$ cat src/rtm_params.svh
`ifndef RTM_PARAMS_SVH
`define RTM_PARAMS_SVH

// byte offsets on the register bus
`define RTM_OFS_DOWHR 6'h00
`define RTM_OFS_MNSC 6'h04
`define RTM_OFS_MTHDY 6'h08
`define RTM_OFS_YEAR 6'h0C
`define RTM_OFS_CTRL 6'h10
`define RTM_OFS_ALCFG 6'h14
`define RTM_OFS_ALWKHR 6'h18
`define RTM_OFS_ALMNSC 6'h1C
`define RTM_OFS_ALMTDY 6'h20
`define RTM_OFS_STAT 6'h24
`define RTM_OFS_MASK 6'h28

// field positions
`define RTM_DOW_LSB 8
`define RTM_HOUR_LSB 0
`define RTM_MIN_LSB 8
`define RTM_SEC_LSB 0
`define RTM_MON_LSB 8
`define RTM_DAY_LSB 0
`define RTM_CTRL_UNLOCK 0
`define RTM_CTRL_RUN 1
`define RTM_CTRL_ALEN 2
`define RTM_EV_ALARM 0
`define RTM_EV_SECOND 1
`define RTM_EV_REJECT 2

// reset values
`define RTM_RST_SEC 7'h00
`define RTM_RST_MIN 7'h00
`define RTM_RST_HOUR 6'h00
`define RTM_RST_DOW 3'h0
`define RTM_RST_DAY 6'h01
`define RTM_RST_MON 5'h01
`define RTM_RST_YEAR 8'h00
`define RTM_RST_CTRL 3'h0
`define RTM_RST_CODE 4'h0

// digit limits
`define RTM_LAST_SEC 8'h59
`define RTM_LAST_MIN 8'h59
`define RTM_LAST_HOUR 8'h23
`define RTM_LAST_DOW 3'h6
`define RTM_LAST_MON 8'h12
`define RTM_LAST_YEAR 8'h99

`endif

$ cat src/rtm_pkg.sv
package rtm_pkg;
    typedef enum logic [1:0] {
        BUS_IDLE = 2'b01,
        BUS_DONE = 2'b10
    } rtm_bus_state_t;

    typedef enum logic [3:0] {
        AL_HALF_SEC = 4'h0,
        AL_SECOND = 4'h1,
        AL_TEN_SEC = 4'h2,
        AL_MINUTE = 4'h3,
        AL_TEN_MIN = 4'h4,
        AL_HOUR = 4'h5,
        AL_DAY = 4'h6,
        AL_WEEK = 4'h7,
        AL_MONTH = 4'h8,
        AL_YEAR = 4'h9
    } rtm_alarm_code_t;
endpackage

$ cat src/rtm_alarm_match.sv
`timescale 1ns/100ps
module rtm_alarm_match
    import rtm_pkg::*;
(
    input wire logic [3:0] alarmRepeatCode,
    input wire logic [6:0] curSec,
    input wire logic [6:0] curMin,
    input wire logic [5:0] curHour,
    input wire logic [2:0] curDow,
    input wire logic [5:0] curDay,
    input wire logic [4:0] curMon,
    input wire logic [6:0] alSec,
    input wire logic [6:0] alMin,
    input wire logic [5:0] alHour,
    input wire logic [2:0] alDow,
    input wire logic [5:0] alDay,
    input wire logic [4:0] alMon,
    output logic hit
);
    logic sOne, sTen, mOne, mTen, hr, wd, dy, mo;

    assign sOne = curSec[3:0] == alSec[3:0];
    assign sTen = curSec[6:4] == alSec[6:4];
    assign mOne = curMin[3:0] == alMin[3:0];
    assign mTen = curMin[6:4] == alMin[6:4];
    assign hr = curHour == alHour;
    assign wd = curDow == alDow;
    assign dy = curDay == alDay;
    assign mo = curMon == alMon;

    // only the digits the repeat code names are compared
    always_comb
    begin
        unique case (alarmRepeatCode)
            AL_HALF_SEC, AL_SECOND: hit = 1'b1;
            AL_TEN_SEC: hit = sOne;
            AL_MINUTE: hit = sOne & sTen;
            AL_TEN_MIN: hit = sOne & sTen & mOne;
            AL_HOUR: hit = sOne & sTen & mOne & mTen;
            AL_DAY: hit = sOne & sTen & mOne & mTen & hr;
            AL_WEEK: hit = sOne & sTen & mOne & mTen & hr & wd;
            AL_MONTH: hit = sOne & sTen & mOne & mTen & hr & dy;
            AL_YEAR: hit = sOne & sTen & mOne & mTen & hr & dy & mo;
            default: hit = 1'b0;
        endcase
    end
endmodule

$ cat src/rtm_time_core.sv
// The placing of the registers and the Avalon-MM interface to the registers were chosen for this implementation.
`timescale 1ns/100ps
`include "rtm_params.svh"

// Functional notes
// weekday digit bits 10:8, values 0-6
// hour tens digit bits 5:4, 0-2
// hour ones digit bits 3:0, 0-9
// weekday/hours written only when unlocked
// minute tens digit bits 14:12, 0-5
// minute ones digit bits 11:8, 0-9
// second tens digit bits 6:4, 0-5
// second ones digit bits 3:0, 0-9
// unused time register bits read zero
// repeat code picks interval, compares matching digits
// yearly code compares month and day too
// digits roll over and carry upward
module rtm_time_core
    import rtm_pkg::*;
#(
    parameter int ADDR_W = 6
)
(
    input wire logic mclk,
    input wire logic rst,
    input wire logic halfTick,
    input wire logic [ADDR_W-1:0] address,
    input wire logic read,
    input wire logic write,
    input wire logic [31:0] writedata,
    input wire logic [3:0] byteenable,
    output logic [31:0] readdata,
    output logic waitrequest,
    output logic irq,
    output logic alarmPulse
);
    rtm_bus_state_t busState;
    logic [6:0] secR;
    logic [6:0] minR;
    logic [5:0] hourR;
    logic [2:0] dowR;
    logic [5:0] dayR;
    logic [4:0] monR;
    logic [7:0] yearR;
    logic [2:0] ctrl;
    logic [3:0] alarmRepeatCode;
    logic [6:0] alSec;
    logic [6:0] alMin;
    logic [5:0] alHour;
    logic [2:0] alDow;
    logic [5:0] alDay;
    logic [4:0] alMon;
    logic [2:0] status;
    logic [2:0] mask;
    logic halfPhase;
    logic secDone;
    logic hit;
    logic accept;
    logic wrAcc;
    logic rdStat;
    logic unlock;
    logic [15:0] wdata16;
    logic [31:0] rdMux;
    logic secStep;
    logic [2:0] events;
    logic [6:0] next_sec;
    logic [6:0] next_min;
    logic [5:0] next_hour;
    logic [2:0] next_dow;
    logic [5:0] next_day;
    logic [4:0] next_mon;
    logic [7:0] next_year;

    // two-digit bcd step: returns {wrapped, next}
    function automatic logic [8:0] bcd2Step(input logic [7:0] v,
        input logic [7:0] last, input logic [7:0] first);
        if (v == last)
            return {1'b1, first};
        else if (v[3:0] == 4'h9)
            return {1'b0, v[7:4] + 4'h1, 4'h0};
        else
            return {1'b0, v[7:4], v[3:0] + 4'h1};
    endfunction

    function automatic logic isLeap(input logic [7:0] y);
        if (y[4])
            return (y[3:0] == 4'h2) || (y[3:0] == 4'h6);
        else
            return (y[3:0] == 4'h0) || (y[3:0] == 4'h4) ||
                (y[3:0] == 4'h8);
    endfunction

    function automatic logic [7:0] lastDay(input logic [4:0] m,
        input logic leap);
        unique case (m)
            5'h02: return leap ? 8'h29 : 8'h28;
            5'h04, 5'h06, 5'h09, 5'h11: return 8'h30;
            default: return 8'h31;
        endcase
    endfunction

    // one wait cycle, answer on the second edge
    always_ff @(posedge mclk or posedge rst)
    begin
        if (rst)
            busState <= BUS_IDLE;
        else
        begin
            unique case (busState)
                BUS_IDLE:
                    if (read || write)
                        busState <= BUS_DONE;
                BUS_DONE: busState <= BUS_IDLE;
            endcase
        end
    end

    assign waitrequest = (read || write) && (busState != BUS_DONE);
    assign accept = (read || write) && (busState == BUS_DONE);
    assign wrAcc = accept && write;
    assign rdStat = accept && read && (address == `RTM_OFS_STAT);
    assign unlock = ctrl[`RTM_CTRL_UNLOCK];
    assign wdata16 = writedata[15:0];

    always_comb
    begin
        rdMux = 32'h0000_0000;
        unique case (address)
            `RTM_OFS_DOWHR:
                rdMux[15:0] = {5'h00, dowR, 2'h0, hourR};
            `RTM_OFS_MNSC:
                rdMux[15:0] = {1'b0, minR, 1'b0, secR};
            `RTM_OFS_MTHDY: rdMux[15:0] = {3'h0, monR, 2'h0, dayR};
            `RTM_OFS_YEAR: rdMux[7:0] = yearR;
            `RTM_OFS_CTRL: rdMux[2:0] = ctrl;
            `RTM_OFS_ALCFG: rdMux[3:0] = alarmRepeatCode;
            `RTM_OFS_ALWKHR: rdMux[15:0] = {5'h00, alDow, 2'h0, alHour};
            `RTM_OFS_ALMNSC: rdMux[15:0] = {1'b0, alMin, 1'b0, alSec};
            `RTM_OFS_ALMTDY: rdMux[15:0] = {3'h0, alMon, 2'h0, alDay};
            `RTM_OFS_STAT: rdMux[2:0] = status;
            `RTM_OFS_MASK: rdMux[2:0] = mask;
            default: rdMux = 32'h0000_0000;
        endcase
    end

    // read data sampled in the wait cycle, stands at the answer edge
    always_ff @(posedge mclk or posedge rst)
    begin
        if (rst)
            readdata <= 32'h0000_0000;
        else if (read && busState == BUS_IDLE)
            readdata <= rdMux;
    end

    // half-second phase: every second half tick advances the time
    always_ff @(posedge mclk or posedge rst)
    begin
        if (rst)
            halfPhase <= 1'b0;
        else if (wrAcc && unlock && address == `RTM_OFS_MNSC)
            halfPhase <= 1'b0;
        else if (halfTick && ctrl[`RTM_CTRL_RUN])
            halfPhase <= ~halfPhase;
    end

    assign secStep = halfTick && ctrl[`RTM_CTRL_RUN] && halfPhase;

    // carry chain
    always_comb
    begin
        logic [8:0] s;
        logic [8:0] mi;
        logic [8:0] h;
        logic [8:0] d;
        logic [8:0] mo;
        logic [8:0] y;
        s = bcd2Step({1'b0, secR}, `RTM_LAST_SEC, 8'h00);
        mi = bcd2Step({1'b0, minR}, `RTM_LAST_MIN, 8'h00);
        h = bcd2Step({2'h0, hourR}, `RTM_LAST_HOUR, 8'h00);
        d = bcd2Step({2'h0, dayR}, lastDay(monR, isLeap(yearR)), 8'h01);
        mo = bcd2Step({3'h0, monR}, `RTM_LAST_MON, 8'h01);
        y = bcd2Step(yearR, `RTM_LAST_YEAR, 8'h00);
        next_sec = s[6:0];
        next_min = minR;
        next_hour = hourR;
        next_dow = dowR;
        next_day = dayR;
        next_mon = monR;
        next_year = yearR;
        if (s[8])
        begin
            next_min = mi[6:0];
            if (mi[8])
            begin
                next_hour = h[5:0];
                if (h[8])
                begin
                    next_dow = (dowR == `RTM_LAST_DOW) ? 3'h0 :
                        dowR + 3'h1;
                    next_day = d[5:0];
                    if (d[8])
                    begin
                        next_mon = mo[4:0];
                        if (mo[8])
                            next_year = y[7:0];
                    end
                end
            end
        end
    end

    // weekday and hours: write only while unlocked, write beats tick
    always_ff @(posedge mclk or posedge rst)
    begin
        if (rst)
        begin
            dowR <= `RTM_RST_DOW;
            hourR <= `RTM_RST_HOUR;
        end
        else if (wrAcc && unlock && address == `RTM_OFS_DOWHR)
        begin
            if (byteenable[1])
                dowR <= wdata16[`RTM_DOW_LSB +: 3];
            if (byteenable[0])
                hourR <= wdata16[`RTM_HOUR_LSB +: 6];
        end
        else if (secStep)
        begin
            dowR <= next_dow;
            hourR <= next_hour;
        end
    end

    always_ff @(posedge mclk or posedge rst)
    begin
        if (rst)
        begin
            minR <= `RTM_RST_MIN;
            secR <= `RTM_RST_SEC;
        end
        else if (wrAcc && unlock && address == `RTM_OFS_MNSC)
        begin
            if (byteenable[1])
                minR <= wdata16[`RTM_MIN_LSB +: 7];
            if (byteenable[0])
                secR <= wdata16[`RTM_SEC_LSB +: 7];
        end
        else if (secStep)
        begin
            minR <= next_min;
            secR <= next_sec;
        end
    end

    always_ff @(posedge mclk or posedge rst)
    begin
        if (rst)
        begin
            monR <= `RTM_RST_MON;
            dayR <= `RTM_RST_DAY;
            yearR <= `RTM_RST_YEAR;
        end
        else
        begin
            if (wrAcc && unlock && address == `RTM_OFS_MTHDY)
            begin
                if (byteenable[1])
                    monR <= wdata16[`RTM_MON_LSB +: 5];
                if (byteenable[0])
                    dayR <= wdata16[`RTM_DAY_LSB +: 6];
            end
            else if (secStep)
            begin
                monR <= next_mon;
                dayR <= next_day;
            end
            if (wrAcc && unlock && address == `RTM_OFS_YEAR &&
                byteenable[0])
                yearR <= wdata16[7:0];
            else if (secStep)
                yearR <= next_year;
        end
    end

    // control and alarm setup
    always_ff @(posedge mclk or posedge rst)
    begin
        if (rst)
        begin
            ctrl <= `RTM_RST_CTRL;
            alarmRepeatCode <= `RTM_RST_CODE;
            mask <= 3'h0;
        end
        else if (wrAcc && byteenable[0])
        begin
            if (address == `RTM_OFS_CTRL)
                ctrl <= wdata16[2:0];
            if (address == `RTM_OFS_ALCFG)
                alarmRepeatCode <= wdata16[3:0];
            if (address == `RTM_OFS_MASK)
                mask <= wdata16[2:0];
        end
    end

    always_ff @(posedge mclk or posedge rst)
    begin
        if (rst)
        begin
            alDow <= 3'h0;
            alHour <= 6'h00;
            alMin <= 7'h00;
            alSec <= 7'h00;
            alMon <= 5'h01;
            alDay <= 6'h01;
        end
        else if (wrAcc)
        begin
            if (address == `RTM_OFS_ALWKHR)
            begin
                if (byteenable[1])
                    alDow <= wdata16[`RTM_DOW_LSB +: 3];
                if (byteenable[0])
                    alHour <= wdata16[`RTM_HOUR_LSB +: 6];
            end
            if (address == `RTM_OFS_ALMNSC)
            begin
                if (byteenable[1])
                    alMin <= wdata16[`RTM_MIN_LSB +: 7];
                if (byteenable[0])
                    alSec <= wdata16[`RTM_SEC_LSB +: 7];
            end
            if (address == `RTM_OFS_ALMTDY)
            begin
                if (byteenable[1])
                    alMon <= wdata16[`RTM_MON_LSB +: 5];
                if (byteenable[0])
                    alDay <= wdata16[`RTM_DAY_LSB +: 6];
            end
        end
    end

    rtm_alarm_match u_match (
        .alarmRepeatCode(alarmRepeatCode),
        .curSec(secR),
        .curMin(minR),
        .curHour(hourR),
        .curDow(dowR),
        .curDay(dayR),
        .curMon(monR),
        .alSec(alSec),
        .alMin(alMin),
        .alHour(alHour),
        .alDow(alDow),
        .alDay(alDay),
        .alMon(alMon),
        .hit(hit)
    );

    // compare the advanced time one cycle after the step
    always_ff @(posedge mclk or posedge rst)
    begin
        if (rst)
        begin
            secDone <= 1'b0;
            alarmPulse <= 1'b0;
        end
        else
        begin
            secDone <= secStep;
            if (!ctrl[`RTM_CTRL_ALEN])
                alarmPulse <= 1'b0;
            else if (alarmRepeatCode == AL_HALF_SEC)
                alarmPulse <= halfTick && ctrl[`RTM_CTRL_RUN];
            else
                alarmPulse <= secDone && hit;
        end
    end

    assign events[`RTM_EV_ALARM] = alarmPulse;
    assign events[`RTM_EV_SECOND] = secDone;
    assign events[`RTM_EV_REJECT] = wrAcc && !unlock &&
        (address == `RTM_OFS_DOWHR || address == `RTM_OFS_MNSC ||
        address == `RTM_OFS_MTHDY || address == `RTM_OFS_YEAR);

    // sticky status, cleared by the read that returned it; set wins
    always_ff @(posedge mclk or posedge rst)
    begin
        if (rst)
            status <= 3'h0;
        else
            status <= (status & ~(rdStat ? readdata[2:0] : 3'h0)) | events;
    end

    always_ff @(posedge mclk or posedge rst)
    begin
        if (rst)
            irq <= 1'b0;
        else
            irq <= |(((status & ~(rdStat ? readdata[2:0] : 3'h0)) | events)
                & mask);
    end
endmodule

$ cat config.mk
export PLATFORM = sky130hd
export DESIGN_NAME = rtm_time_core
export DESIGN_NICKNAME = d
export VERILOG_FILES = /design/src/rtm_pkg.sv /design/src/rtm_alarm_match.sv /design/src/rtm_time_core.sv
export VERILOG_INCLUDE_DIRS = /design/src
export SDC_FILE = /design/constraint.sdc
export NUM_CORES = 1
export LEC_CHECK = 0
export ABC_AREA = 1
export BUFFER_PORTS_ARGS = -buffer_cell sky130_fd_sc_hd__buf_4
export CAP_MARGIN = 20
export CORE_AREA = 5 5 146 134
export CTS_BUF_LIST = sky130_fd_sc_hd__clkbuf_4
export CTS_CLUSTER_DIAMETER = 200
export DETAILED_ROUTE_END_ITERATION = 10
export DIE_AREA = 0 0 151 139
export SLEW_MARGIN = 20
export SYNTH_ARGS = -nofsm -noshare
export SYNTH_HDL_FRONTEND = slang
export SYNTH_SLANG_ARGS = --single-unit
$ cat constraint.sdc
create_clock -name mclk -period 3 [get_ports mclk]
set_clock_uncertainty 0.15 [all_clocks]
set_input_delay 0.15 -clock mclk [delete_from_list [all_inputs] [get_ports mclk]]
set_output_delay 0.15 -clock mclk [all_outputs]
set_load 0.01 [all_outputs]
==> results.sh <==
export IMPL_status="complete, no violations"
export IMPL_synth_edf_count=0
export IMPL_postSynthAreaPerCell_sq_um=7.426
export IMPL_worstPathMaxFanout=11
export IMPL_worst_setup_path_start_kind="input port"
export IMPL_synth_top_area_share_pct=38.21
export IMPL_start_util_pct=38.21
export IMPL_areaGrowthSynthToFinish_pct=14.70
export IMPL_syn_area_sq_mm=0.006877
export IMPL_ys_top_cells_by_area="dfrtp_1 38%, nand2_1 12%, o21ai_0 7.8%"
export IMPL_yosys_most_used_dff="dfrtp_1"
export IMPL_slew_headroom_pct=59.51
export IMPL_dp_final_hpwl_um=15660
export IMPL_drive_above_1_share_pct=13.13
export IMPL_ant_nets=0
export IMPL_finalSetupViolCount=0
export IMPL_endpoint_kind="flip-flop"
export IMPL_clock_fmax_ghz=0.3620
export IMPL_ios=82
export IMPL_netlist_instances=926
export IMPL_die_area_sq_mm=0.02099
export IMPL_clockBufferDepth=2
export IMPL_first_global_vias=5776
export IMPL_period_share_pct=92.07
export IMPL_die_x_um=151
export IMPL_grt_pass1_wl_um=32300
export IMPL_core_sq_mm=0.01799
export IMPL_async_flop_share_pct=100.0
export IMPL_vias_per_cell=5.123
export IMPL_cts_buffers=9
export IMPL_clkSlewWorstSetupHoldPaths_ns=0.19
export IMPL_drc=0
export IMPL_cts_resized_gates=0
export IMPL_h_tree_depth=3
export IMPL_cts_tree="done"
export IMPL_first_pass_iters=5
export IMPL_clk_latency_ns=0.52
export IMPL_fin_nets=1058
export IMPL_n_antenna_cell=0
export IMPL_ys_seq_area_share_pct=40.12
export IMPL_leakagePower_nw=3.742
export IMPL_yosysWarnings=0
export IMPL_rsz0062_at_grt="false"
export IMPL_reg2reg_setup_slack_ns=0.59
export IMPL_tightest_slew_ns=0.6073
export IMPL_synth_largest_area_cell="dfrtp_1"
export IMPL_powerDensity_mw_per_mm2=413.3
export IMPL_vias=6404
export IMPL_worst_ir_drop_vdd_v=0.0001639
export IMPL_place_gp_congestion=0.9347
export IMPL_antenna_found_initial=0
export IMPL_post_cts_buffers=0
export IMPL_io_buffers=45
export IMPL_cap_violations=0
export IMPL_grt_overflow_total=0
export IMPL_cts_sinks=110
export IMPL_grt_usage_pct=19.79
export IMPL_fin_tns_setup_ns=0
export IMPL_finalNonFillerCells=1250
export IMPL_grt_max_degree=111
export IMPL_ys_types=52
export IMPL_drtIter0Drc=694
export IMPL_crit_type="input port to flip-flop"
export IMPL_ctsHoldBuffers=28
export IMPL_drv_slew=0
export IMPL_hold_path_class="input port to flip-flop"
export IMPL_post_place_cells=1206
export IMPL_cp_arrival_ns=3.03
export IMPL_finalHoldViolCount=0
export IMPL_cts_root_buf="clkbuf_4"
export IMPL_core_rowCount=47
export IMPL_ys_ff_latch=110
export IMPL_post_route_min_period_ns=2.762
export IMPL_fp_dieH_um=139
export IMPL_wl_per_cell_um=16.62
export IMPL_drt_total_wl_um=20770
export IMPL_critPathRequiredTime_ns=3.27
## layer usage
layer,GRT usage (%),up-vias,wire [um]
li1,-,3153,-
met1,29.82,2973,10010
met5,0,-,0
met4,5.487,0,393
met2,28.50,245,8788
met3,4.314,33,1582
## kinds of logic after synthesis
logic type | share of synthesized area [%]
compound gates | 18.60
xor+xnor | 3.694
fa+ha+maj | 2.001
buf+inv | 10.90
flops | 40.12
mux | 0.2911
other cells | 0.05453
simple gates | 24.35
## cell usage after synthesis, types with 3 or more instances
library cell and number:
nand2_1 211, nor2_2 9, a221oi_1 4, ha_1 11
nor3_1 10, o21ai_0 107, dfrtp_1 105, inv_2 12
a22oi_1 4, inv_1 128, dfstp_2 5, xor2_1 17
a21oi_1 27, o211ai_1 7, o21ai_4 3, nand3_1 41
a22o_1 3, nor2_4 5, nor2_1 66, o21ai_1 16
o21ai_2 4, nand4_1 11, nand2_2 8, o22ai_1 24
buf_4 17, nor4_1 3, clkbuf_1 12, buf_2 4
a31oi_1 4, xnor2_1 12, nand3_2 7
## metrics by stage
step	utilization [%]	total power, W	hold slack, ns	instance area, sq um	setup slack, ns
5_1_grt	43.83	0.003444	0.07510	7888	0.09638
6_report	43.83	0.003260	0.02820	7888	0.2378
3_5_place_dp	41.42	0.002422	0.2376	7453	0.6456
2_1_floorplan	-	0.002180	0.1377	6940	1.026
3_3_place_gp	41.42	0.002413	0.2351	7453	0.6285
4_1_cts	43.83	0.003282	0.01233	7888	0.3211
## area by class of cell
cell class,instances,area (sq um)
Tap cell,245,306.5
Inverter,144,549.3
Multi-Input combinational cell,654,3428
Clock inverter,6,78.83
Timing Repair Buffer,81,690.7
Clock buffer,10,75.07
Fill cell,1873,10110
Sequential cell,110,2759
## final timing paths
path / from / end / cells after the start
worst max-delay path: address[0] / yearR[2] / 12
worst min-delay path: address[4] / mask[1] / 6
worst max register to register: busState[0] / secR[6] / 11
worst min register to register: readdata[14] / readdata[14] / 2
max in group asynchronous: rst / hourR[1] / 4
min in group asynchronous: rst / readdata[12] / 4
## layout by cell type, fill, tap and decap left out, drive strengths merged, types with 5 or more instances in the layout
cell type      n
xnor2         12
nand4         11
dfrtp        105
conb          17
o211ai         7
dfstp          5
nand3         49
inv          144
dlygate4sd3   28
xor2          17
nand2        220
nor3          11
o22ai         24
o21ai        130
clkbuf        10
buf           53
nor2          80
a21oi         29
ha            11
## worst max-delay path, stage by stage
cell,delay (ns)
dlygate4sd3_1,0.54
buf_4,0.14
nor2_4,0.16
dlygate4sd3_1,0.66
nand3_2,0.08
buf_4,0.18
inv_2,0.08
nand3_1,0.35
o21ai_0,0.26
nand4_1,0.25
nand2_1,0.11
o21ai_1,0.06
## flip-flops by register name (all words and copies together), names as in the netlist, 4 cells and up
name	flops
hourR	6
readdata	15
alMin	7
alarmRepeatCode	4
secR	7
alMon	5
minR	7
alSec	7
yearR	8
dayR	6
alHour	6
alDay	6
monR	5
## power breakdown
| group | switching [W] | leakage (nW) | internal, W |
|---|---|---|---|
| registers | 0.000130 | 1.39 | 0.00163 |
| clock network | 0.000551 | 0.0850 | 0.000281 |
| logic | 0.000395 | 2.27 | 0.000271 |
| total | 0.00108 | 3.74 | 0.00218 |
No activity file was read; power rests on OpenSTA's default activity.
